`src/ofs_defines.vh`:
```
// ofs_defines.vh: register offsets, field positions, reset values, source indices, divide ratios
// assumes: included by bare name from every design file of the output rate select block
`ifndef OFS_DEFINES_VH
`define OFS_DEFINES_VH

// register offsets on the 8-bit processor port
`define OFS_ADDR_ALT_MODE 8'h4F
`define OFS_ADDR_SEL_A 8'h60
`define OFS_ADDR_SEL_B 8'h61
`define OFS_ADDR_STATUS 8'h6F

// reset values
`define OFS_RST_SEL 8'h00
`define OFS_RST_ALT 7'h00
`define OFS_RST_DATA 8'h00

// field positions
`define OFS_HI_MSB 7
`define OFS_HI_LSB 4
`define OFS_LO_MSB 3
`define OFS_LO_LSB 0
`define OFS_ALT_FIRST 0
`define OFS_ALT_SECOND 1
`define OFS_ALT_MSB 6

// number of clock sources entering the block
`define OFS_NUM_IN 9

// index of each source in the selectable source vector
`define OFS_SRC_OFF 5'h00
`define OFS_SRC_2K 5'h01
`define OFS_SRC_8K 5'h02
`define OFS_SRC_SYN2 5'h03
`define OFS_SRC_SYN1 5'h04
`define OFS_SRC_P48 5'h05
`define OFS_SRC_P16 5'h06
`define OFS_SRC_P12 5'h07
`define OFS_SRC_P8 5'h08
`define OFS_SRC_P6 5'h09
`define OFS_SRC_P4 5'h0A
`define OFS_SRC_S64 5'h0B
`define OFS_SRC_S48 5'h0C
`define OFS_SRC_S16 5'h0D
`define OFS_SRC_S8 5'h0E
`define OFS_SRC_S4 5'h0F
`define OFS_SRC_P64 5'h10
`define OFS_SRC_S20 5'h11
`define OFS_SRC_S12 5'h12
`define OFS_SRC_S10 5'h13
`define OFS_SRC_P2D5 5'h14
`define OFS_SRC_S5 5'h15
`define OFS_SRC_S2 5'h16
`define OFS_SRC_SREF 5'h17
`define OFS_SRC_PREF 5'h18
`define OFS_NUM_SRC 25

// divide ratios
`define OFS_DIV_64 7'h40
`define OFS_DIV_48 7'h30
`define OFS_DIV_20 7'h14
`define OFS_DIV_16 7'h10
`define OFS_DIV_12 7'h0C
`define OFS_DIV_10 7'h0A
`define OFS_DIV_8 7'h08
`define OFS_DIV_6 7'h06
`define OFS_DIV_5 7'h05
`define OFS_DIV_4 7'h04
`define OFS_DIV_2 7'h02
`define OFS_NUM_PDIV 7
`define OFS_NUM_SDIV 10

`endif

```
`src/ofs_sync.v`:
```
// ofs_sync.v: two flip-flop synchroniser for a group of pin levels
// assumes: inputs are asynchronous to clk_sys_i; only the second stage is read outside
`include "ofs_defines.vh"
`default_nettype none

module ofs_sync #(
  parameter W = 1
) (
  input wire clk_sys_i,
  input wire reset_i,
  input wire [W-1:0] async_i,
  output wire [W-1:0] sync_o
);

  reg [W-1:0] meta_ff;
  reg [W-1:0] stable_ff;

  always @(posedge clk_sys_i) begin
    if (reset_i) begin
      meta_ff <= {W{1'b0}};
      stable_ff <= {W{1'b0}};
    end else begin
      meta_ff <= async_i;
      stable_ff <= meta_ff;
    end
  end

  assign sync_o = stable_ff;

endmodule

`default_nettype wire

```
`src/ofs_div.v`:
```
// ofs_div.v: divides a source clock by DIV, counting its rising edges
// assumes: edge_i is a one-cycle pulse per source rising edge, on clk_sys_i
`include "ofs_defines.vh"
`default_nettype none

module ofs_div #(
  parameter [6:0] DIV = `OFS_DIV_2
) (
  input wire clk_sys_i,
  input wire reset_i,
  input wire edge_i,
  output reg clk_o
);

  localparam [6:0] HALF = DIV >> 1;

  reg [6:0] cnt_ff;
  reg [6:0] nxt_cnt;

  always @* begin
    nxt_cnt = (cnt_ff == DIV - 7'h01) ? 7'h00 : cnt_ff + 7'h01;
  end

  // high for the first HALF (DIV/2 rounded down) edges of each DIV-edge period
  always @(posedge clk_sys_i) begin
    if (reset_i) begin
      cnt_ff <= 7'h00;
      clk_o <= 1'b0;
    end else if (edge_i) begin
      cnt_ff <= nxt_cnt;
      clk_o <= (nxt_cnt < HALF);
    end
  end

endmodule

`default_nettype wire

```
`src/ofs_top.v`:
```
// ofs_top.v: frequency selection for the first two output clock pins
// assumes: source clocks arrive as pins from other domains; processor port is on clk_sys_i
//
// Summary of operation
// RULE_01 - second output code in bits 7:4, first in bits 3:0 of 0x60, reset zero
// RULE_02 - each output decodes its code with its own alternate-decode mode bit
// RULE_03 - code zero disables the output and holds the pin low in both tables
// RULE_04 - standard code 1 gives 2kHz, code 2 gives 8kHz
// RULE_05 - standard code 3 gives second synthesized rate, code 4 the first
// RULE_06 - standard codes 5 to 10 give primary pll divided by 48,16,12,8,6,4
// RULE_07 - standard codes 11 to 15 give secondary pll divided by 64,48,16,8,4
// RULE_08 - alternate 1 primary/64, 2 secondary/20, 3 secondary/12
// RULE_09 - first output alternate 4 secondary/10, 5 primary second pll/5
// RULE_10 - second output alternate 6 gives secondary pll divided by 2
// RULE_11 - alternate 7 secondary selected reference, 8 primary selected reference
// RULE_12 - software must not program alternate codes 9 to 15
// RULE_13 - fourth output code in bits 7:4, third in bits 3:0 of 0x61, reset zero
// RULE_14 - mode register 0x4F: bit 0 first output, bit 1 second, 1 is alternate
// RULE_15 - codes with no defined source drive the pin low
`include "ofs_defines.vh"
`default_nettype none

module ofs_top (
  input wire clk_sys_i,
  input wire reset_i,
  input wire [7:0] reg_addr_i,
  input wire [7:0] reg_wdata_i,
  input wire reg_wr_i,
  input wire reg_rd_i,
  output reg [7:0] reg_rdata_o,
  input wire rate_2k_i,
  input wire rate_8k_i,
  input wire first_synth_rate_i,
  input wire second_synth_rate_i,
  input wire primary_path_analog_pll_i,
  input wire secondary_path_analog_pll_i,
  input wire primary_path_second_pll_i,
  input wire secondary_sel_ref_i,
  input wire primary_sel_ref_i,
  output reg first_output_clock_pin_o,
  output reg second_output_clock_pin_o
);

  // input bit positions inside the synchronised group
  localparam IN_2K = 0;
  localparam IN_8K = 1;
  localparam IN_SYN1 = 2;
  localparam IN_SYN2 = 3;
  localparam IN_PRI = 4;
  localparam IN_SEC = 5;
  localparam IN_PRI2 = 6;
  localparam IN_SREF = 7;
  localparam IN_PREF = 8;

  // primary pll divide ratio by divider slot
  function [6:0] pri_div;
    input integer idx;
    begin
      case (idx)
        0: pri_div = `OFS_DIV_48;
        1: pri_div = `OFS_DIV_16;
        2: pri_div = `OFS_DIV_12;
        3: pri_div = `OFS_DIV_8;
        4: pri_div = `OFS_DIV_6;
        5: pri_div = `OFS_DIV_4;
        default: pri_div = `OFS_DIV_64;
      endcase
    end
  endfunction

  // secondary pll divide ratio by divider slot
  function [6:0] sec_div;
    input integer idx;
    begin
      case (idx)
        0: sec_div = `OFS_DIV_64;
        1: sec_div = `OFS_DIV_48;
        2: sec_div = `OFS_DIV_16;
        3: sec_div = `OFS_DIV_8;
        4: sec_div = `OFS_DIV_4;
        5: sec_div = `OFS_DIV_20;
        6: sec_div = `OFS_DIV_12;
        7: sec_div = `OFS_DIV_10;
        8: sec_div = `OFS_DIV_5;
        default: sec_div = `OFS_DIV_2;
      endcase
    end
  endfunction

  // maps a selection code to a source index; is_second picks the second output's table
  function [4:0] ofs_decode;
    input [3:0] code;
    input alt;
    input is_second;
    begin
      if (!alt) begin
        case (code)
          4'h0: ofs_decode = `OFS_SRC_OFF; // RULE_03
          4'h1: ofs_decode = `OFS_SRC_2K; // RULE_04
          4'h2: ofs_decode = `OFS_SRC_8K; // RULE_04
          4'h3: ofs_decode = `OFS_SRC_SYN2; // RULE_05
          4'h4: ofs_decode = `OFS_SRC_SYN1; // RULE_05
          4'h5: ofs_decode = `OFS_SRC_P48; // RULE_06
          4'h6: ofs_decode = `OFS_SRC_P16; // RULE_06
          4'h7: ofs_decode = `OFS_SRC_P12; // RULE_06
          4'h8: ofs_decode = `OFS_SRC_P8; // RULE_06
          4'h9: ofs_decode = `OFS_SRC_P6; // RULE_06
          4'hA: ofs_decode = `OFS_SRC_P4; // RULE_06
          4'hB: ofs_decode = `OFS_SRC_S64; // RULE_07
          4'hC: ofs_decode = `OFS_SRC_S48; // RULE_07
          4'hD: ofs_decode = `OFS_SRC_S16; // RULE_07
          4'hE: ofs_decode = `OFS_SRC_S8; // RULE_07
          default: ofs_decode = `OFS_SRC_S4; // RULE_07
        endcase
      end else begin
        case (code)
          4'h0: ofs_decode = `OFS_SRC_OFF; // RULE_03
          4'h1: ofs_decode = `OFS_SRC_P64; // RULE_08
          4'h2: ofs_decode = `OFS_SRC_S20; // RULE_08
          4'h3: ofs_decode = `OFS_SRC_S12; // RULE_08
          4'h4: ofs_decode = `OFS_SRC_S10; // RULE_09
          4'h5: ofs_decode = is_second ? `OFS_SRC_S5 : `OFS_SRC_P2D5; // RULE_09
          4'h6: ofs_decode = is_second ? `OFS_SRC_S2 : `OFS_SRC_OFF; // RULE_10 RULE_15
          4'h7: ofs_decode = `OFS_SRC_SREF; // RULE_11
          4'h8: ofs_decode = `OFS_SRC_PREF; // RULE_11
          default: ofs_decode = `OFS_SRC_OFF; // RULE_15
        endcase
      end
    end
  endfunction

  // flags a code that selects no defined source
  function ofs_undef;
    input [3:0] code;
    input alt;
    input is_second;
    begin
      ofs_undef = 1'b0;
      if (alt) begin
        case (code)
          4'h6: ofs_undef = !is_second; // RULE_15
          4'h9, 4'hA, 4'hB, 4'hC, 4'hD, 4'hE, 4'hF: ofs_undef = 1'b1; // RULE_15
          default: ofs_undef = 1'b0;
        endcase
      end
    end
  endfunction

  // configuration registers
  reg [7:0] sel_a_ff;
  reg [7:0] sel_b_ff;
  reg [`OFS_ALT_MSB:0] alt_mode_ff;
  reg [7:0] nxt_rdata;

  // source synchronisation and edge detection
  wire [`OFS_NUM_IN-1:0] src_raw;
  wire [`OFS_NUM_IN-1:0] src_sync;
  reg [`OFS_NUM_IN-1:0] src_prev_ff;
  wire [`OFS_NUM_IN-1:0] src_rise;
  wire [`OFS_NUM_PDIV-1:0] pri_clk;
  wire [`OFS_NUM_SDIV-1:0] sec_clk;
  wire pri2_div5_clk;
  wire [`OFS_NUM_SRC-1:0] src_vec;

  // decode results
  wire [3:0] first_output_rate_sel;
  wire [3:0] second_output_rate_sel;
  wire [3:0] third_output_rate_sel;
  wire [3:0] fourth_output_rate_sel;
  wire first_output_alt_decode;
  wire second_output_alt_decode;
  wire [4:0] first_idx;
  wire [4:0] second_idx;
  wire first_undef;
  wire second_undef;
  reg nxt_first_pin;
  reg nxt_second_pin;

  assign first_output_rate_sel = sel_a_ff[`OFS_LO_MSB:`OFS_LO_LSB]; // RULE_01
  assign second_output_rate_sel = sel_a_ff[`OFS_HI_MSB:`OFS_HI_LSB]; // RULE_01
  assign third_output_rate_sel = sel_b_ff[`OFS_LO_MSB:`OFS_LO_LSB]; // RULE_13
  assign fourth_output_rate_sel = sel_b_ff[`OFS_HI_MSB:`OFS_HI_LSB]; // RULE_13
  assign first_output_alt_decode = alt_mode_ff[`OFS_ALT_FIRST]; // RULE_14
  assign second_output_alt_decode = alt_mode_ff[`OFS_ALT_SECOND]; // RULE_14

  assign src_raw[IN_2K] = rate_2k_i;
  assign src_raw[IN_8K] = rate_8k_i;
  assign src_raw[IN_SYN1] = first_synth_rate_i;
  assign src_raw[IN_SYN2] = second_synth_rate_i;
  assign src_raw[IN_PRI] = primary_path_analog_pll_i;
  assign src_raw[IN_SEC] = secondary_path_analog_pll_i;
  assign src_raw[IN_PRI2] = primary_path_second_pll_i;
  assign src_raw[IN_SREF] = secondary_sel_ref_i;
  assign src_raw[IN_PREF] = primary_sel_ref_i;

  ofs_sync #(
    .W(`OFS_NUM_IN)
  ) u_sync (
    .clk_sys_i(clk_sys_i),
    .reset_i(reset_i),
    .async_i(src_raw),
    .sync_o(src_sync)
  );

  always @(posedge clk_sys_i) begin
    if (reset_i) begin
      src_prev_ff <= {`OFS_NUM_IN{1'b0}};
    end else begin
      src_prev_ff <= src_sync;
    end
  end

  assign src_rise = src_sync & ~src_prev_ff;

  // primary pll dividers
  genvar gi;
  generate
    for (gi = 0; gi < `OFS_NUM_PDIV; gi = gi + 1) begin : g_pdiv
      ofs_div #(
        .DIV(pri_div(gi))
      ) u_div (
        .clk_sys_i(clk_sys_i),
        .reset_i(reset_i),
        .edge_i(src_rise[IN_PRI]),
        .clk_o(pri_clk[gi])
      );
    end
    // secondary pll dividers
    for (gi = 0; gi < `OFS_NUM_SDIV; gi = gi + 1) begin : g_sdiv
      ofs_div #(
        .DIV(sec_div(gi))
      ) u_div (
        .clk_sys_i(clk_sys_i),
        .reset_i(reset_i),
        .edge_i(src_rise[IN_SEC]),
        .clk_o(sec_clk[gi])
      );
    end
  endgenerate

  ofs_div #(
    .DIV(`OFS_DIV_5)
  ) u_pri2_div5 (
    .clk_sys_i(clk_sys_i),
    .reset_i(reset_i),
    .edge_i(src_rise[IN_PRI2]),
    .clk_o(pri2_div5_clk)
  );

  // selectable source vector, indexed by decoded source number
  assign src_vec[`OFS_SRC_OFF] = 1'b0; // RULE_03
  assign src_vec[`OFS_SRC_2K] = src_sync[IN_2K]; // RULE_04
  assign src_vec[`OFS_SRC_8K] = src_sync[IN_8K]; // RULE_04
  assign src_vec[`OFS_SRC_SYN2] = src_sync[IN_SYN2]; // RULE_05
  assign src_vec[`OFS_SRC_SYN1] = src_sync[IN_SYN1]; // RULE_05
  assign src_vec[10:5] = pri_clk[5:0]; // RULE_06
  assign src_vec[15:11] = sec_clk[4:0]; // RULE_07
  assign src_vec[`OFS_SRC_P64] = pri_clk[6]; // RULE_08
  assign src_vec[`OFS_SRC_S20] = sec_clk[5]; // RULE_08
  assign src_vec[`OFS_SRC_S12] = sec_clk[6]; // RULE_08
  assign src_vec[`OFS_SRC_S10] = sec_clk[7]; // RULE_09
  assign src_vec[`OFS_SRC_P2D5] = pri2_div5_clk; // RULE_09
  assign src_vec[`OFS_SRC_S5] = sec_clk[8];
  assign src_vec[`OFS_SRC_S2] = sec_clk[9]; // RULE_10
  assign src_vec[`OFS_SRC_SREF] = src_sync[IN_SREF]; // RULE_11
  assign src_vec[`OFS_SRC_PREF] = src_sync[IN_PREF]; // RULE_11

  // per-output decode with its own mode bit
  assign first_idx = ofs_decode(first_output_rate_sel, first_output_alt_decode, 1'b0); // RULE_02
  assign second_idx = ofs_decode(second_output_rate_sel, second_output_alt_decode, 1'b1); // RULE_02
  assign first_undef = ofs_undef(first_output_rate_sel, first_output_alt_decode, 1'b0);
  assign second_undef = ofs_undef(second_output_rate_sel, second_output_alt_decode, 1'b1);

  // next pin levels; undefined codes force the pin low
  always @* begin
    nxt_first_pin = src_vec[first_idx];
    nxt_second_pin = src_vec[second_idx];
    if (first_undef) begin
      nxt_first_pin = 1'b0; // RULE_15
    end
    if (second_undef) begin
      nxt_second_pin = 1'b0; // RULE_15
    end
  end

  // output pins
  always @(posedge clk_sys_i) begin
    if (reset_i) begin
      first_output_clock_pin_o <= 1'b0; // RULE_03
      second_output_clock_pin_o <= 1'b0; // RULE_03
    end else begin
      first_output_clock_pin_o <= nxt_first_pin; // RULE_02
      second_output_clock_pin_o <= nxt_second_pin; // RULE_02
    end
  end

  // register writes
  always @(posedge clk_sys_i) begin
    if (reset_i) begin
      sel_a_ff <= `OFS_RST_SEL; // RULE_01
      sel_b_ff <= `OFS_RST_SEL; // RULE_13
      alt_mode_ff <= `OFS_RST_ALT; // RULE_14
    end else if (reg_wr_i) begin
      case (reg_addr_i)
        `OFS_ADDR_SEL_A: begin
          sel_a_ff <= reg_wdata_i; // RULE_01
        end
        `OFS_ADDR_SEL_B: begin
          sel_b_ff <= reg_wdata_i; // RULE_13
        end
        `OFS_ADDR_ALT_MODE: begin
          alt_mode_ff <= reg_wdata_i[`OFS_ALT_MSB:0]; // RULE_14
        end
        default: begin
          alt_mode_ff <= alt_mode_ff;
        end
      endcase
    end
  end

  // read mux; unmapped addresses read zero
  always @* begin
    nxt_rdata = `OFS_RST_DATA;
    if (reg_rd_i) begin
      case (reg_addr_i)
        `OFS_ADDR_SEL_A: nxt_rdata = sel_a_ff;
        `OFS_ADDR_SEL_B: nxt_rdata = sel_b_ff;
        `OFS_ADDR_ALT_MODE: nxt_rdata = {1'b0, alt_mode_ff};
        `OFS_ADDR_STATUS: nxt_rdata = {4'h0, second_undef, first_undef,
                                       second_output_clock_pin_o, first_output_clock_pin_o};
        default: nxt_rdata = `OFS_RST_DATA;
      endcase
    end
  end

  // read data stands only in the cycle after the strobe
  always @(posedge clk_sys_i) begin
    if (reset_i) begin
      reg_rdata_o <= `OFS_RST_DATA;
    end else begin
      reg_rdata_o <= nxt_rdata;
    end
  end

endmodule

`default_nettype wire

```
`config.mk`:
```
export PLATFORM = sky130hd
export DESIGN_NAME = ofs_top
export DESIGN_NICKNAME = d
export VERILOG_FILES = /design/src/ofs_sync.v /design/src/ofs_div.v /design/src/ofs_top.v
export VERILOG_INCLUDE_DIRS = /design/src
export SDC_FILE = /design/constraint.sdc
export NUM_CORES = 1
export LEC_CHECK = 0
export ABC_AREA = 1
export ABC_CLOCK_PERIOD_IN_PS = 1700
export BUFFER_PORTS_ARGS = -buffer_cell sky130_fd_sc_hd__buf_2
export CAP_MARGIN = 20
export CELL_PAD_IN_SITES_DETAIL_PLACEMENT = 2
export CELL_PAD_IN_SITES_GLOBAL_PLACEMENT = 2
export CORE_ASPECT_RATIO = 1.5
export CORE_UTILIZATION = 36
export DETAILED_ROUTE_END_ITERATION = 16
export PLACE_DENSITY = 0.9
export SYNTH_ARGS = -nofsm -noshare
export SYNTH_HDL_FRONTEND = slang
export SYNTH_SLANG_ARGS = --single-unit
```
`constraint.sdc`:
```
create_clock -name clk_sys_i -period 1.7 [get_ports clk_sys_i]
set_clock_uncertainty 0.1 [all_clocks]
set_input_delay 0.085 -clock clk_sys_i [delete_from_list [all_inputs] [get_ports clk_sys_i]]
set_output_delay 0.085 -clock clk_sys_i [all_outputs]
set_load 0.01 [all_outputs]
```
==> flow_summary.ini <==
[sta]
fin_ws_ps = -544
worst_slew_pin_slew_ps = 1040
fmax_mhz = 446
final-hold-violation-count = 0
setup_viol = 38
maxSlewViolCount = 0
whs_ps = 60.9
min_period_ps = 2240
fin_crit_sh_pct = 132
relSlewSlack_pct = 30.3
tns_ps = -4870
rsz0062_at_grt = true

[worst_setup_path]
critPathMaxFanout = 12
crit_arrival_ps = 2530
critPathSlowestCell = o21ai_0
critical_path.top_delay_family = compound AO/OA/AOI/OAI gates
setup.worst_path.class = in -> reg
cp_common_cell = buf_4
start_kind = input pin
worstPathRequired_ps = 1980
cp_cell_sequence = buf_2 > inv_1 > nand2_2 > nor2_8 > buf_4 > nand4_1 > buf_4 > o21ai_0 > a21oi_1
max_stage_delay_ps = 820
cp-end-kind = flip-flop
critPathBufInv = 4

[cells_and_area]
utilization_pct = 47.8
syn2layout_area_growth_pct = 30.0
drive_above_1_share_pct = 27.7
fillers = 3231
stdcell_area_um2 = 13800
regArea_um2 = 4480
nets = 1635
multiInputGateArea_um2 = 6180

[detailed_routing]
drt_pass1_iterations = 5
drcViolationCount = 0
ant_nets = 0
drt-vias-per-instance = 6.31
routed_wl_um = 66800
drt-initial-drc-count = 1246
vias = 12500
drt-wirelength-per-cell_um = 33.6

[clock_tree]
tritoncts = built
numCtsBuffers = 23
insertion_delay_ps = 560
cts.path.max_buffers = 3
cts_root_buf = clkbuf_16
htreeDepth = 1
clk_pin_slew_ps = 70
numClockSinks = 218

[run]
maxCapViolCount = 0

[placed_design]
io_buffers = 38
gp_congestion = 0.805
placed_area_um2 = 11400
place_hpwl_um = 27500

[run_status]
failed_checks = negative setup slack
status = complete, but fails checks

[synth]
async_reset_ff_share_pct = 0
synth.yosys.seq_area_share_pct = 41.0
yosysUniqueCellTypes = 42
netlist_instances = 1479
syn-num-nets = 1531
synth_enable_flop_cells = 0
syn-cell-area_um2 = 10600
ys_seq_elements = 218
synth_top_flop_cell = dfxtp_1
syn_avg_cell_area_um2 = 7.20
ys_warn_count = 0

[die]
num_io_pins = 39
die_x_um = 142
core_um2 = 28900
die_h_um = 213
rows = 76
die_area_um2 = 30300
initial_core_util_pct = 36.8

[pwr]
p_per_area_nw_per_um2 = 918
leakage_nw = 5.55
vdd_ir_drop_max_v = 0.000675
total_power_mw = 12.7

[global_routing]
antenna_found_initial = 8
grt_pass1_vias = 13500
gr-total-overflow = 0
grt_pass1_wl_um = 84900
grt_max_degree = 79
grt_usage_pct = 37.4

[min_path]
hold_path.class = in -> reg
metal layers:
layer / vias to the layer above / track usage (%) / part of all wire (%)
met2: 856 / 68.1 / 48
met5: - / 0 / 0.067
li1: 5019 / - / -
met1: 6235 / 37.8 / 35
met3: 424 / 6.76 / 7.7
met4: 8 / 27.8 / 9.2
final timing paths:
kind	start	endpoint	slack (ps)	cells past startpoint
setup / recovery	reg_addr_i[4]	sel_b_ff[0]	-540	9
hold / removal	reg_addr_i[0]	reg_rdata_o[7]	60	6
setup reg to reg	u_sync.sync_o[4]	g_pdiv[6].u_div.cnt_ff[4]	-500	8
hold reg to reg	u_sync.meta_ff[4]	u_sync.sync_o[4]	380	2
cell usage in the layout, fill, tap and decap left out, drive strengths merged, types with 11 or more instances in the layout:
cell type / Yosys / routed
nand2: 250 / 251
dfxtp: 218 / 218
inv: 215 / 214
nor2: 171 / 171
a21oi: 130 / 130
nand3: 123 / 123
o21ai: 113 / 113
buf: 26 / 111
xor2: 36 / 36
nand4: 31 / 31
clkbuf: 32 / 30
a211oi: 26 / 26
dlygate4sd3: 0 / 23
ha: 23 / 23
nor3: 16 / 16
o211ai: 14 / 14
or2: 11 / 11
worst reg2reg max path, stage by stage (launching register included):
cell and delay [ps]:
dfxtp_1 350, inv_1 90, nor2_4 240, inv_6 140, nor2_1 180, inv_1 90
nor2_1 110, o22ai_1 120, nor2_1 590
synthesized netlist by cell type, drive strengths merged, types with 11 or more instances:
| library cell | n | area share (%) |
|---|---|---|
| nand2 | 250 | 9.3 |
| dfxtp | 218 | 41 |
| inv | 215 | 7.6 |
| nor2 | 171 | 6.7 |
| a21oi | 130 | 6.1 |
| nand3 | 123 | 6.3 |
| o21ai | 113 | 5.6 |
| xor2 | 36 | 3.0 |
| clkbuf | 32 | 1.1 |
| nand4 | 31 | 1.8 |
| a211oi | 26 | 1.8 |
| buf | 26 | 1.4 |
| ha | 23 | 2.7 |
| nor3 | 16 | 0.80 |
| o211ai | 14 | 1.0 |
| or2 | 11 | 0.65 |
kinds of logic after synthesis:
group           share of synthesized area, %
simple gates                            26.3
compound gates                          16.2
fa+ha+maj                               2.70
buf+inv                                 10.2
xor+xnor                                3.54
flops                                   41.0
final cells by class:
type                    count  share of cell area (%)
multi-input cells         989                    44.7
diodes                      3                  0.0543
clock buffers              28                    4.37
inverters                 215                    5.90
clock inverters             9                   0.923
repair buffers            136                    8.14
well taps                 390                    3.53
flip-flops and latches    218                    32.4
flip-flops by register name (all words and copies together), names as in the netlist, 3 cells and up, named ones only:
name / cells
reg_rdata_o: 8
u_pri2_div5.cnt_ff: 7
src_prev_ff: 3
g_pdiv.u_div.cnt_ff: 49
u_sync.meta_ff: 9
g_pdiv.u_div.clk_o: 7
u_sync.sync_o: 9
g_sdiv.u_div.clk_o: 10
sel_b_ff: 8
g_sdiv.u_div.cnt_ff: 70
sel_a_ff: 8
alt_mode_ff: 7
through the flow:
| stage | instances | setup slack [ps] |
|---|---|---|
| 2_1_floorplan | 1479 | 180 |
| 4_1_cts | 1958 | -41.6 |
| 3_3_place_gp | 1891 | 49.5 |
| 5_1_grt | 1985 | -841 |
| 6_report | 1988 | -544 |
| 3_5_place_dp | 1891 | -78.5 |
repair_timing:
item | CTS | global route
hold buffers | 23 | 0
buffers inserted | 7 | 24
gates cloned | 0 | 3
pin swaps | 12 | 59
setup endpoints to repair | 31 | 64
gates resized for setup | 80 | 239
endpoints found under the hold margin | 42 | 0
power by group:
group,total [mW],switching (mW),internal [mW]
Combinational,1.48,0.994,0.482
Clock,5.65,2.67,2.98
Sequential,5.58,0.298,5.28
Power figures use the tool's default switching activity.
